<file path="config.mk">
export PLATFORM = sky130hd
export DESIGN_NAME = extlc_top
export DESIGN_NICKNAME = d
export VERILOG_FILES = /design/src/verilog/extlc_pkg.sv /design/src/verilog/extlc_edge_det.sv /design/src/verilog/extlc_wb_slave.sv /design/src/verilog/extlc_top.sv
export SDC_FILE = /design/constraint.sdc
export NUM_CORES = 1
export LEC_CHECK = 0
export ABC_AREA = 1
export BUFFER_PORTS_ARGS = -buffer_cell sky130_fd_sc_hd__buf_2
export CAP_MARGIN = 20
export CORE_UTILIZATION = 45
export DETAILED_ROUTE_END_ITERATION = 10
export PLACE_DENSITY = 0.65
export SLEW_MARGIN = 25
export SYNTH_ARGS = -nofsm -noshare
export SYNTH_HDL_FRONTEND = slang
export SYNTH_SLANG_ARGS = --single-unit
</file>
<file path="constraint.sdc">
create_clock -name clk -period 14.77 [get_ports clk]
set_input_delay 0 -clock clk [delete_from_list [all_inputs] [get_ports clk]]
set_output_delay 0 -clock clk [all_outputs]
set_load 0.01 [all_outputs]
</file>
<file path="src/verilog/extlc_pkg.sv">
// shared constants and types of the external line controller
package extlc_pkg;

  // ==========================================================
  // geometry
  localparam int NUM_LINES = 20;
  localparam int NUM_PINS  = 18;
  localparam int NUM_INT   = 2;
  localparam int ADR_W     = 8;
  localparam int STAT_W    = 3;

  // ==========================================================
  // register offsets (byte addresses)
  localparam logic [ADR_W-1:0] OFS_IRQ_EN   = 8'h00;
  localparam logic [ADR_W-1:0] OFS_EVT_EN   = 8'h04;
  localparam logic [ADR_W-1:0] OFS_RISE_SEL = 8'h08;
  localparam logic [ADR_W-1:0] OFS_FALL_SEL = 8'h0C;
  localparam logic [ADR_W-1:0] OFS_SOFT_TRG = 8'h10;
  localparam logic [ADR_W-1:0] OFS_PENDING  = 8'h14;
  localparam logic [ADR_W-1:0] OFS_STATUS   = 8'h18;
  localparam logic [ADR_W-1:0] OFS_STAT_CLR = 8'h1C;
  localparam logic [ADR_W-1:0] OFS_STAT_EN  = 8'h20;

  // ==========================================================
  // reset values
  localparam logic [NUM_LINES-1:0] LINES_RST = 20'h00000;
  localparam logic [STAT_W-1:0]    STAT_RST  = 3'h0;
  localparam logic [31:0]          WORD_ZERO = 32'h00000000;

  // ==========================================================
  // status bit positions
  localparam int ST_PEND_SET = 0;
  localparam int ST_PEND_HIT = 1;
  localparam int ST_EVT_OUT  = 2;

  // ==========================================================
  // bus access as seen by the register file
  typedef struct packed {
    logic [ADR_W-1:0] adr;
    logic             wr;
    logic             rd;
    logic [31:0]      dat;
    logic [31:0]      mask;
  } extlc_access_t;

  // configuration fields
  typedef struct packed {
    logic [NUM_LINES-1:0] irq_en;
    logic [NUM_LINES-1:0] evt_en;
    logic [NUM_LINES-1:0] rise_sel;
    logic [NUM_LINES-1:0] fall_sel;
  } extlc_cfg_t;

endpackage : extlc_pkg

</file>
<file path="src/verilog/extlc_edge_det.sv">
// per-line edge detector with rise and fall selection
`timescale 1ns/10ps
module extlc_edge_det
  import extlc_pkg::*;
(
  input  wire logic                 clk,
  input  wire logic                 sys_rst,
  input  wire logic [NUM_LINES-1:0] line_lvl,
  input  wire logic [NUM_LINES-1:0] rise_trigger_sel,
  input  wire logic [NUM_LINES-1:0] fall_trigger_sel,
  output logic      [NUM_LINES-1:0] edge_hit
);

  logic [NUM_LINES-1:0] prev_q;

  // ==========================================================
  // previous sample; lines start low so a line high out of reset reads as a rise
  always_ff @(posedge clk or posedge sys_rst) begin
    if (sys_rst) begin
      prev_q <= LINES_RST;
    end else begin
      prev_q <= line_lvl;
    end
  end

  // ==========================================================
  // edge qualification
  genvar i;
  generate
    for (i = 0; i < NUM_LINES; i++) begin : g_line
      logic rise;
      logic fall;
      assign rise        = line_lvl[i] & ~prev_q[i];
      assign fall        = ~line_lvl[i] & prev_q[i];
      assign edge_hit[i] = (rise & rise_trigger_sel[i])
                         | (fall & fall_trigger_sel[i]);
    end
  endgenerate

endmodule : extlc_edge_det

</file>
<file path="src/verilog/extlc_wb_slave.sv">
// classic wishbone slave front end, one wait state per access
`timescale 1ns/10ps
module extlc_wb_slave
  import extlc_pkg::*;
(
  input  wire logic             clk,
  input  wire logic             sys_rst,
  input  wire logic             wb_cyc,
  input  wire logic             wb_stb,
  input  wire logic             wb_we,
  input  wire logic [ADR_W-1:0] wb_adr,
  input  wire logic [3:0]       wb_sel,
  input  wire logic [31:0]      wb_dat_w,
  output logic      [31:0]      wb_dat_r,
  output logic                  wb_ack,
  output extlc_access_t         acc,
  input  wire logic [31:0]      rdata
);

  logic        ack_q;
  logic [31:0] dat_r_q;
  logic        take;

  // a request is taken once; the ack cycle itself blocks a second take
  assign take = wb_cyc & wb_stb & ~ack_q;

  always_comb begin
    acc.adr  = {wb_adr[ADR_W-1:2], 2'b00};
    acc.wr   = take & wb_we;
    acc.rd   = take & ~wb_we;
    acc.dat  = wb_dat_w;
    acc.mask = {{8{wb_sel[3]}}, {8{wb_sel[2]}}, {8{wb_sel[1]}}, {8{wb_sel[0]}}};
  end

  // ==========================================================
  // ack and read data
  always_ff @(posedge clk or posedge sys_rst) begin
    if (sys_rst) begin
      ack_q <= 1'b0;
    end else begin
      ack_q <= take;
    end
  end

  always_ff @(posedge clk or posedge sys_rst) begin
    if (sys_rst) begin
      dat_r_q <= WORD_ZERO;
    end else if (take) begin
      dat_r_q <= wb_we ? WORD_ZERO : rdata;
    end
  end

  assign wb_ack   = ack_q;
  assign wb_dat_r = dat_r_q;

endmodule : extlc_wb_slave

</file>
<file path="src/verilog/extlc_top.sv">
// external line interrupt and event controller, top level
//
// The implementer's own choice: the Wishbone interface to the registers.
`timescale 1ns/10ps
module extlc_top
  import extlc_pkg::*;
(
  input  wire logic                 clk,
  input  wire logic                 sys_rst,
  // wishbone register port
  input  wire logic                 wb_cyc,
  input  wire logic                 wb_stb,
  input  wire logic                 wb_we,
  input  wire logic [ADR_W-1:0]     wb_adr,
  input  wire logic [3:0]           wb_sel,
  input  wire logic [31:0]          wb_dat_w,
  output logic      [31:0]          wb_dat_r,
  output logic                      wb_ack,
  // line sources
  input  wire logic [NUM_PINS-1:0]  pin_lines,
  input  wire logic                 supply_monitor_line,
  input  wire logic                 timer_wake_line,
  // requests
  output logic      [NUM_LINES-1:0] line_irq_req,
  output logic      [NUM_LINES-1:0] line_event,
  output logic                      ctrl_irq
);

  // ==========================================================
  // declarations
  extlc_access_t        acc;
  extlc_cfg_t           cfg;
  // configuration flops, one process each
  logic [NUM_LINES-1:0] irq_en_q;
  logic [NUM_LINES-1:0] evt_en_q;
  logic [NUM_LINES-1:0] rise_sel_q;
  logic [NUM_LINES-1:0] fall_sel_q;
  logic [NUM_LINES-1:0] soft_trigger_q;
  logic [NUM_LINES-1:0] soft_trigger_d;
  logic [NUM_LINES-1:0] pending_q;
  logic [NUM_LINES-1:0] pending_d;
  logic [NUM_LINES-1:0] event_q;
  logic [STAT_W-1:0]    status_q;
  logic [STAT_W-1:0]    status_d;
  logic [STAT_W-1:0]    stat_en_q;
  logic [NUM_LINES-1:0] line_lvl;
  logic [NUM_LINES-1:0] edge_hit;
  logic [NUM_LINES-1:0] soft_set;
  logic [NUM_LINES-1:0] pend_set;
  logic [NUM_LINES-1:0] pend_clr;
  logic [NUM_LINES-1:0] evt_fire;
  logic [STAT_W-1:0]    stat_hit;
  logic [31:0]          rdata;
  logic                 wr_irq_en;
  logic                 wr_evt_en;
  logic                 wr_rise;
  logic                 wr_fall;
  logic                 wr_soft;
  logic                 wr_pend;
  logic                 wr_sclr;
  logic                 wr_sen;
  logic [NUM_LINES-1:0] wmask;
  logic [NUM_LINES-1:0] wbits;

  // ==========================================================
  // line sources: pins low, the two internal sources on top
  assign line_lvl = {timer_wake_line, supply_monitor_line, pin_lines};

  // ==========================================================
  // bus front end
  extlc_wb_slave u_wb (
    .clk      (clk),
    .sys_rst  (sys_rst),
    .wb_cyc   (wb_cyc),
    .wb_stb   (wb_stb),
    .wb_we    (wb_we),
    .wb_adr   (wb_adr),
    .wb_sel   (wb_sel),
    .wb_dat_w (wb_dat_w),
    .wb_dat_r (wb_dat_r),
    .wb_ack   (wb_ack),
    .acc      (acc),
    .rdata    (rdata)
  );

  // ==========================================================
  // edge detection
  extlc_edge_det u_edge (
    .clk              (clk),
    .sys_rst          (sys_rst),
    .line_lvl         (line_lvl),
    .rise_trigger_sel (cfg.rise_sel),
    .fall_trigger_sel (cfg.fall_sel),
    .edge_hit         (edge_hit)
  );

  // ==========================================================
  // write decode
  // bits 31:20 are dropped on write, so they always read back as reset
  assign wmask = acc.mask[NUM_LINES-1:0];
  assign wbits = acc.dat[NUM_LINES-1:0];

  always_comb begin
    wr_irq_en = 1'b0;
    wr_evt_en = 1'b0;
    wr_rise   = 1'b0;
    wr_fall   = 1'b0;
    wr_soft   = 1'b0;
    wr_pend   = 1'b0;
    wr_sclr   = 1'b0;
    wr_sen    = 1'b0;
    if (acc.wr) begin
      if (acc.adr == OFS_IRQ_EN) begin
        wr_irq_en = 1'b1;
      end else if (acc.adr == OFS_EVT_EN) begin
        wr_evt_en = 1'b1;
      end else if (acc.adr == OFS_RISE_SEL) begin
        wr_rise = 1'b1;
      end else if (acc.adr == OFS_FALL_SEL) begin
        wr_fall = 1'b1;
      end else if (acc.adr == OFS_SOFT_TRG) begin
        wr_soft = 1'b1;
      end else if (acc.adr == OFS_PENDING) begin
        wr_pend = 1'b1;
      end else if (acc.adr == OFS_STAT_CLR) begin
        wr_sclr = 1'b1;
      end else if (acc.adr == OFS_STAT_EN) begin
        wr_sen = 1'b1;
      end
    end
  end

  // ==========================================================
  // read decode; unmapped and write-only offsets read zero
  always_comb begin
    rdata = WORD_ZERO;
    if (acc.adr == OFS_IRQ_EN) begin
      rdata[NUM_LINES-1:0] = irq_en_q;
    end else if (acc.adr == OFS_EVT_EN) begin
      rdata[NUM_LINES-1:0] = evt_en_q;
    end else if (acc.adr == OFS_RISE_SEL) begin
      rdata[NUM_LINES-1:0] = rise_sel_q;
    end else if (acc.adr == OFS_FALL_SEL) begin
      rdata[NUM_LINES-1:0] = fall_sel_q;
    end else if (acc.adr == OFS_SOFT_TRG) begin
      rdata[NUM_LINES-1:0] = soft_trigger_q;
    end else if (acc.adr == OFS_PENDING) begin
      rdata[NUM_LINES-1:0] = pending_q;
    end else if (acc.adr == OFS_STATUS) begin
      rdata[STAT_W-1:0] = status_q;
    end else if (acc.adr == OFS_STAT_EN) begin
      rdata[STAT_W-1:0] = stat_en_q;
    end
  end

  // ==========================================================
  // configuration registers, byte lanes honoured
  always_ff @(posedge clk or posedge sys_rst) begin
    if (sys_rst) begin
      irq_en_q <= LINES_RST;
    end else if (wr_irq_en) begin
      irq_en_q <= (irq_en_q & ~wmask) | (wbits & wmask);
    end
  end

  always_ff @(posedge clk or posedge sys_rst) begin
    if (sys_rst) begin
      evt_en_q <= LINES_RST;
    end else if (wr_evt_en) begin
      evt_en_q <= (evt_en_q & ~wmask) | (wbits & wmask);
    end
  end

  always_ff @(posedge clk or posedge sys_rst) begin
    if (sys_rst) begin
      rise_sel_q <= LINES_RST;
    end else if (wr_rise) begin
      rise_sel_q <= (rise_sel_q & ~wmask) | (wbits & wmask);
    end
  end

  always_ff @(posedge clk or posedge sys_rst) begin
    if (sys_rst) begin
      fall_sel_q <= LINES_RST;
    end else if (wr_fall) begin
      fall_sel_q <= (fall_sel_q & ~wmask) | (wbits & wmask);
    end
  end

  // regrouped flops for the detector and the request logic
  // no extra stage, so a new select or enable acts one cycle after its write
  always_comb begin
    cfg.irq_en   = irq_en_q;
    cfg.evt_en   = evt_en_q;
    cfg.rise_sel = rise_sel_q;
    cfg.fall_sel = fall_sel_q;
  end

  // ==========================================================
  // software trigger
  // only a 0 to 1 write fires; rewriting a one that is still set is quiet
  assign soft_set = {NUM_LINES{wr_soft}} & wmask & wbits & ~soft_trigger_q;
  assign pend_clr = {NUM_LINES{wr_pend}} & wmask & wbits;

  // a soft write replaces its enabled byte lanes; otherwise a pending clear drops its trigger bit
  always_comb begin
    soft_trigger_d = soft_trigger_q & ~pend_clr;
    if (wr_soft) begin
      soft_trigger_d = (soft_trigger_q & ~wmask) | (wbits & wmask);
    end
  end

  always_ff @(posedge clk or posedge sys_rst) begin
    if (sys_rst) begin
      soft_trigger_q <= LINES_RST;
    end else begin
      soft_trigger_q <= soft_trigger_d;
    end
  end

  // ==========================================================
  // pending flags
  // an edge on an event-only line (event on, irq off) leaves pending alone; a soft trigger still sets it
  assign pend_set = (edge_hit & (cfg.irq_en | ~cfg.evt_en))
                  | soft_set;

  // set wins over a clear in the same cycle
  assign pending_d = (pending_q & ~pend_clr) | pend_set;

  always_ff @(posedge clk or posedge sys_rst) begin
    if (sys_rst) begin
      pending_q <= LINES_RST;
    end else begin
      pending_q <= pending_d;
    end
  end

  // ==========================================================
  // requests out
  assign line_irq_req = pending_q & cfg.irq_en;

  // one registered pulse per qualified edge or soft trigger
  assign evt_fire = (edge_hit | soft_set) & cfg.evt_en;

  always_ff @(posedge clk or posedge sys_rst) begin
    if (sys_rst) begin
      event_q <= LINES_RST;
    end else begin
      event_q <= evt_fire;
    end
  end

  assign line_event = event_q;

  // ==========================================================
  // controller status: sticky, write-one clear, set wins
  always_comb begin
    stat_hit              = STAT_RST;
    stat_hit[ST_PEND_SET] = |pend_set;
    stat_hit[ST_PEND_HIT] = |(pend_set & pending_q);
    stat_hit[ST_EVT_OUT]  = |evt_fire;
    status_d              = status_q;
    if (wr_sclr) begin
      status_d = status_q & ~(wbits[STAT_W-1:0] & wmask[STAT_W-1:0]);
    end
    status_d = status_d | stat_hit;
  end

  always_ff @(posedge clk or posedge sys_rst) begin
    if (sys_rst) begin
      status_q <= STAT_RST;
    end else begin
      status_q <= status_d;
    end
  end

  always_ff @(posedge clk or posedge sys_rst) begin
    if (sys_rst) begin
      stat_en_q <= STAT_RST;
    end else if (wr_sen) begin
      stat_en_q <= (stat_en_q & ~wmask[STAT_W-1:0]) | (wbits[STAT_W-1:0] & wmask[STAT_W-1:0]);
    end
  end

  assign ctrl_irq = |(status_q & stat_en_q);

endmodule : extlc_top

</file>
== After elaboration in Yosys (flattened, before gate mapping) ==
Index checks and enable logic that the tools add are counted.

* Input port bits: 69
* Output and inout port bits: 74
* Word-level logic and storage cells: 263
* Register bits after elaboration: 199

* Equality and inequality tests: 8
* Reductions and logical operators: 5
* Bitwise logic cells: 182
* Multiplexer cells: 56

{| class="wikitable"
|+ Operators by type and width
! kind !! count
|-
| AND 20 bit || 17
|-
| OR 20 bit || 9
|-
| 2-to-1 mux 20 bit || 7
|-
| AND 1 bit || 83
|-
| NOT 20 bit || 4
|-
| OR reduction 20 bit || 3
|-
| 2-to-1 mux 1 bit || 44
|-
| NOT 1 bit || 41
|-
| equality test 6 x 3 -> 1 bit, second input constant || 4
|-
| OR 1 bit || 20
|-
| 2-to-1 mux 17 bit || 1
|-
| AND 3 bit || 4
|-
| equality test 6 x 2 -> 1 bit, second input constant || 2
|-
| 2-to-1 mux 3 bit || 4
|-
| zero test 8 bit || 1
|-
| equality test 6 x 1 -> 1 bit, second input constant || 1
|-
| equality test 6 x 4 -> 1 bit, second input constant || 1
|-
| NOT 3 bit || 2
|-
| OR 3 bit || 2
|-
| OR reduction 3 bit || 1
|}

== Longest topological paths before layout ==
* Depth after elaboration: 14
* Gate-level depth with buffers: 13
* Depth with buffers taken out: 12

== Cells and area by module ==
A second synthesis with hierarchy kept.

* Cells, all modules: 1,500
* Area, all modules: 11,018.1 um^2

{| class="wikitable"
|+ By module, submodules not included
! module !! instances !! cells each !! area an instance (um^2) !! sequential area each (um^2)
|-
| extlc_top || 1 || 1,095 || 7,995.2 || 3,653.5
|-
| extlc_wb_slave || 1 || 284 || 2,093.3 || 825.8
|-
| extlc_edge_det || 1 || 121 || 929.6 || 500.5
|}

== Least setup slack after synthesis ==
OpenSTA, ideal clock, no wires.

* Path type: flip-flop to flip-flop
* From: register u_wb.ack_q (netlist: u_wb.wb_ack)
* To: register status_q[1]
* Library setup time: 65 ps
* Stages on the path, launching flop included: 13
* Setup slack: 13,207 ps
* Buffers on the path: 1
* Clock period less this slack: 1,563 ps
* Data arrival time: 1,499 ps
* Required time: 14,705 ps
* Cell sequence: dfrtp_1 inv_1 nand4_4 nor2_1 buf_4 nand4_1 nand2_1 inv_2 nor2_1 nor2_1 nand2_1 nor2_1 nand2_1

* Cells in the longest elaborated chain, start to end: 11
* Elaborated cells on any way between the ends: 13
* Classes of those cells: mux: 3; bitwise: 9; reduce/logical: 1

{| class="wikitable"
|+ RTL lines
! element !! RTL line !! RTL
|-
| start, declared || extlc_wb_slave.sv:20 || <nowiki>logic ack_q;</nowiki>
|-
| start signal, assigned || extlc_wb_slave.sv:41 || <nowiki>ack_q <= take;</nowiki>
|-
| NOT 1 bit * || extlc_wb_slave.sv:25 || <nowiki>assign take = wb_cyc & wb_stb & ~ack_q;</nowiki>
|-
| AND 1 bit * || extlc_wb_slave.sv:25 ||
|-
| AND 1 bit * || extlc_wb_slave.sv:29 || <nowiki>acc.wr = take & wb_we;</nowiki>
|-
| 2-to-1 mux 1 bit || extlc_top.sv:112 || <nowiki>if (acc.wr) begin</nowiki>
|-
| AND 20 bit (3 in series) || extlc_top.sv:202 || <nowiki>assign soft_set = {NUM_LINES{wr_soft}} & wmask & wbits & ~soft_trigger_q;</nowiki>
|-
| OR 20 bit || extlc_top.sv:225 || <nowiki>| soft_set;</nowiki>
|-
| AND 20 bit || extlc_top.sv:260 || <nowiki>stat_hit[ST_PEND_HIT] = |(pend_set & pending_q);</nowiki>
|-
| OR reduction 20 bit || extlc_top.sv:260 ||
|-
| OR 3 bit * || extlc_top.sv:266 || <nowiki>status_d = status_d | stat_hit;</nowiki>
|-
| named net status_d[1] || extlc_top.sv:44 || <nowiki>logic [STAT_W-1:0] status_d;</nowiki>
|-
| end signal, assigned || extlc_top.sv:273 || <nowiki>status_q <= status_d;</nowiki>
|-
| end, declared || extlc_top.sv:43 || <nowiki>logic [STAT_W-1:0] status_q;</nowiki>
|}

The timed path passes the listed nets; every way through them passes the cells marked *.
A chain may end at the register's enable or synchronous reset.

== Worst setup path in the final report ==
* From: register u_wb.ack_q (netlist: u_wb.wb_ack)
* To: register status_q[2]

* Cells in the longest elaborated chain, start to end: 11
* Elaborated cells on any way between the ends: 13
* Classes of those cells: mux: 3; bitwise: 9; reduce/logical: 1

{| class="wikitable"
|+ RTL lines
! element !! RTL line !! RTL
|-
| NOT 1 bit * || extlc_wb_slave.sv:25 ||
|-
| AND 1 bit * || extlc_wb_slave.sv:25 ||
|-
| AND 1 bit * || extlc_wb_slave.sv:29 ||
|-
| 2-to-1 mux 1 bit || extlc_top.sv:112 ||
|-
| AND 20 bit (3 in series) || extlc_top.sv:202 ||
|-
| OR 20 bit || extlc_top.sv:243 || <nowiki>assign evt_fire = (edge_hit | soft_set) & cfg.evt_en;</nowiki>
|-
| AND 20 bit || extlc_top.sv:243 ||
|-
| OR reduction 20 bit || extlc_top.sv:261 || <nowiki>stat_hit[ST_EVT_OUT] = |evt_fire;</nowiki>
|-
| OR 3 bit * || extlc_top.sv:266 ||
|-
| named net status_d[2] || extlc_top.sv:44 ||
|}

Marks and branches as above.

==> impl_metrics.toml <==
[clock_network]
cts_max_path_buffers = 2
cts_sinks = 187
htree_levels = 4
cts_resized = 0
clkLatencyLatePin_ns = 0.44
clkTransAtPathRegs_ns = 0.07
cts_made_buffers = 17
cts_tree = "built"
cts_root_buf = "clkbuf_16"

[worst_setup_path]
crit_buf_inv = 2
crit_top_cell = "nand2_1"
crit_path_cell_trace = "inv_1 > nand4_4 > nor2_1 > buf_4 > nand4_1 > nand2_1 > nand2_1 > nand4_1 > nor2_1 > nand2_1"
rr_startpoint = "u_wb.wb_ack"
start_kind = "flip-flop"
endpoint_kind = "flip-flop"
cp_slowest_cell = "nor2_1"
cp.required_ns = 15.15
r2r_cells = 10
crit_arrival_ns = 2.91
worst_path_largest_cell_delay_ns = 0.61
startpoint = "u_wb.wb_ack"
path_max_fanout = 13
crit_end = "status_q[2]"
path_delay_family = "simple AND/OR/NAND/NOR gates"
critPathKind = "reg2reg"
rrSetupSlack_ns = 12.25
r2r_end = "status_q[2]"
crit_cells = 10

[route]
drc_errors = 0
routedWlPerCell_microns = 17.5
wl_met2_mm = 12.7
routed_via_density = 5.36
topRoutingLayerUsed = "met4"
first_pass_iters = 5
ant_nets = 0
drt-initial-drc-count = 887
met1_length_mm = 11.9
vias = 8449
wirelength_mm = 27.6
met3_length_mm = 2.21

[yosys]
yosys.cell_count.top_type = "nand2_1"
syn_avg_cell_area_sq_um = 7.97
synth-edff-count = 0
synth_seq_cells = 187
synth_area_leader_cell = "dfrtp_1"
synth_warnings = 0
netlist_area_sq_mm = 0.00914
synth_area_leaders = "dfrtp_1, nand2_1, inv_1"
async_reset_ff_frac = 1.00
synthFlopType = "dfrtp_1"
synth_top_area_share = 0.512
syn_inst = 1147
synth.distinct_cells = 36
synthTopCellsByCount = "nand2_1, dfrtp_1, inv_1, o21ai_0, nor2_1"
synth.yosys.seq_area_share = 0.512

[global_route]
grt_pass1_wl_mm = 42.6
gr-usage-all-layers = 0.276
antenna_found_initial = 0
grt_max_degree = 111
overflow = 0
grt_pass1_vias = 7797

[power_and_ir_drop]
peakVddDrop_uv = 71.8
total_power_mw = 1.13
p_per_area_mw_per_mm2 = 103
p_leak_nw = 5.86

[timing]
finalHoldViolCount = 0
finalSetupViolCount = 0
slew_violations = 0
tns_ns = 0
worst_pin_slew_ns = 0.858
slew_headroom = 0.427
rsz0062_at_grt = "false"
fin_skew_ns = 0.00793
finalWorstSetupSlack_ns = 12.25
max_freq_mhz = 396
hold_slack_ns = 0.0135
finalCritPeriodShare = 0.171
finalCriticalPeriod_ns = 2.52

[placed_design]
dpl_cell_area_sq_mm = 0.00991
place_ws_ns = 11.93
hpwl_mm = 18.1
place_congestion = 0.897
dpl.cell_count = 1504
io_buffers = 115

[floorplan]
fp-row-count = 51
fp.dieH_microns = 145
initial_utilization = 0.464
placeableCoreArea_sq_mm = 0.0197
die_area_sq_mm = 0.0209
die_x_microns = 145
io_pins = 143

[hold_path]
hp-class = "in2reg"

[outcome]
outcome = "completed"

[final_layout]
stdcell_area_sq_mm = 0.0109
final_cells = 1576
area_growth_pct = 19.7
nNetsFinal = 1367
drive_above_1_share = 0.153
insertedDiodeCount = 0
fin_util = 0.555

[run]
cap_violations = 0
## power breakdown
part | switching [mW] | internal [mW]
logic | 0.0598 | 0.0312
clock network | 0.207 | 0.290
registers | 0.0130 | 0.528
## layout by cell type, fill, tap and decap left out, drive strengths merged
master / count
a211oi: 2
a21o: 4
a21oi: 46
a22oi: 1
a31o: 12
a31oi: 4
buf: 119
bufinv: 4
clkbuf: 19
clkinv: 4
clkinvlp: 2
conb: 12
dfrtp: 187
dlygate4sd3: 40
inv: 184
mux2: 1
nand2: 313
nand3: 51
nand3b: 1
nand4: 26
nor2: 91
nor3: 1
o2111ai: 2
o211ai: 5
o21ai: 133
o21bai: 5
o22ai: 42
## logic make-up (layout without fill, tap and decap cells)
kind of cell | after synthesis | after routing | synth area share
and+or+nand+nor | 483 | 483 | 0.229
other | 1 | 12 | 0.000410
AOI/OAI and AO/OA | 256 | 256 | 0.158
DFF | 187 | 187 | 0.512
buffers and inverters | 219 | 372 | 0.0995
muxes | 1 | 1 | 0.00123
## worst min-delay path by stage
stage,to,cells past startpoint,slack [ns],startpoint
floorplan,u_edge.prev_q[0],0,0.03,pin_lines[0]
global route,flip-flop,3,0.03,wb_dat_w[7]
CTS,flip-flop,3,0.02,wb_dat_w[7]
detailed placement,u_edge.prev_q[6],1,0.12,pin_lines[6]
finish,flip-flop,3,0.01,wb_dat_w[7]
global placement,u_edge.prev_q[19],1,0.12,timer_wake_line
## cell type report
cell class	count	area, sq um
multi-input cells	752	3610
well taps	265	332
repair buffers	159	1010
inverters	181	687
flip-flops and latches	187	4680
fillers	1872	8770
clock buffers	19	443
clock inverters	13	189
## per-layer routing
layer / track usage / vias up
met3: 0.0520 / 62
met4: 0.106 / 0
met5: 0 / -
li1: - / 4007
met1: 0.381 / 3973
met2: 0.430 / 407
## worst register-to-register path: stages (launching register included)
cell and delay (ns):
dfrtp_1 0.38, inv_1 0.11, nand4_4 0.24, nor2_1 0.62
buf_4 0.37, nand4_1 0.19, nand2_1 0.09, nand2_1 0.16
nand4_1 0.14, nor2_1 0.09, nand2_1 0.07
## timing repair
item,in CTS,in global routing
setup buffers,0,0
hold buffers,40,0
hold endpoints to repair,217,0
Note: power is estimated with default switching activity, not from simulation.
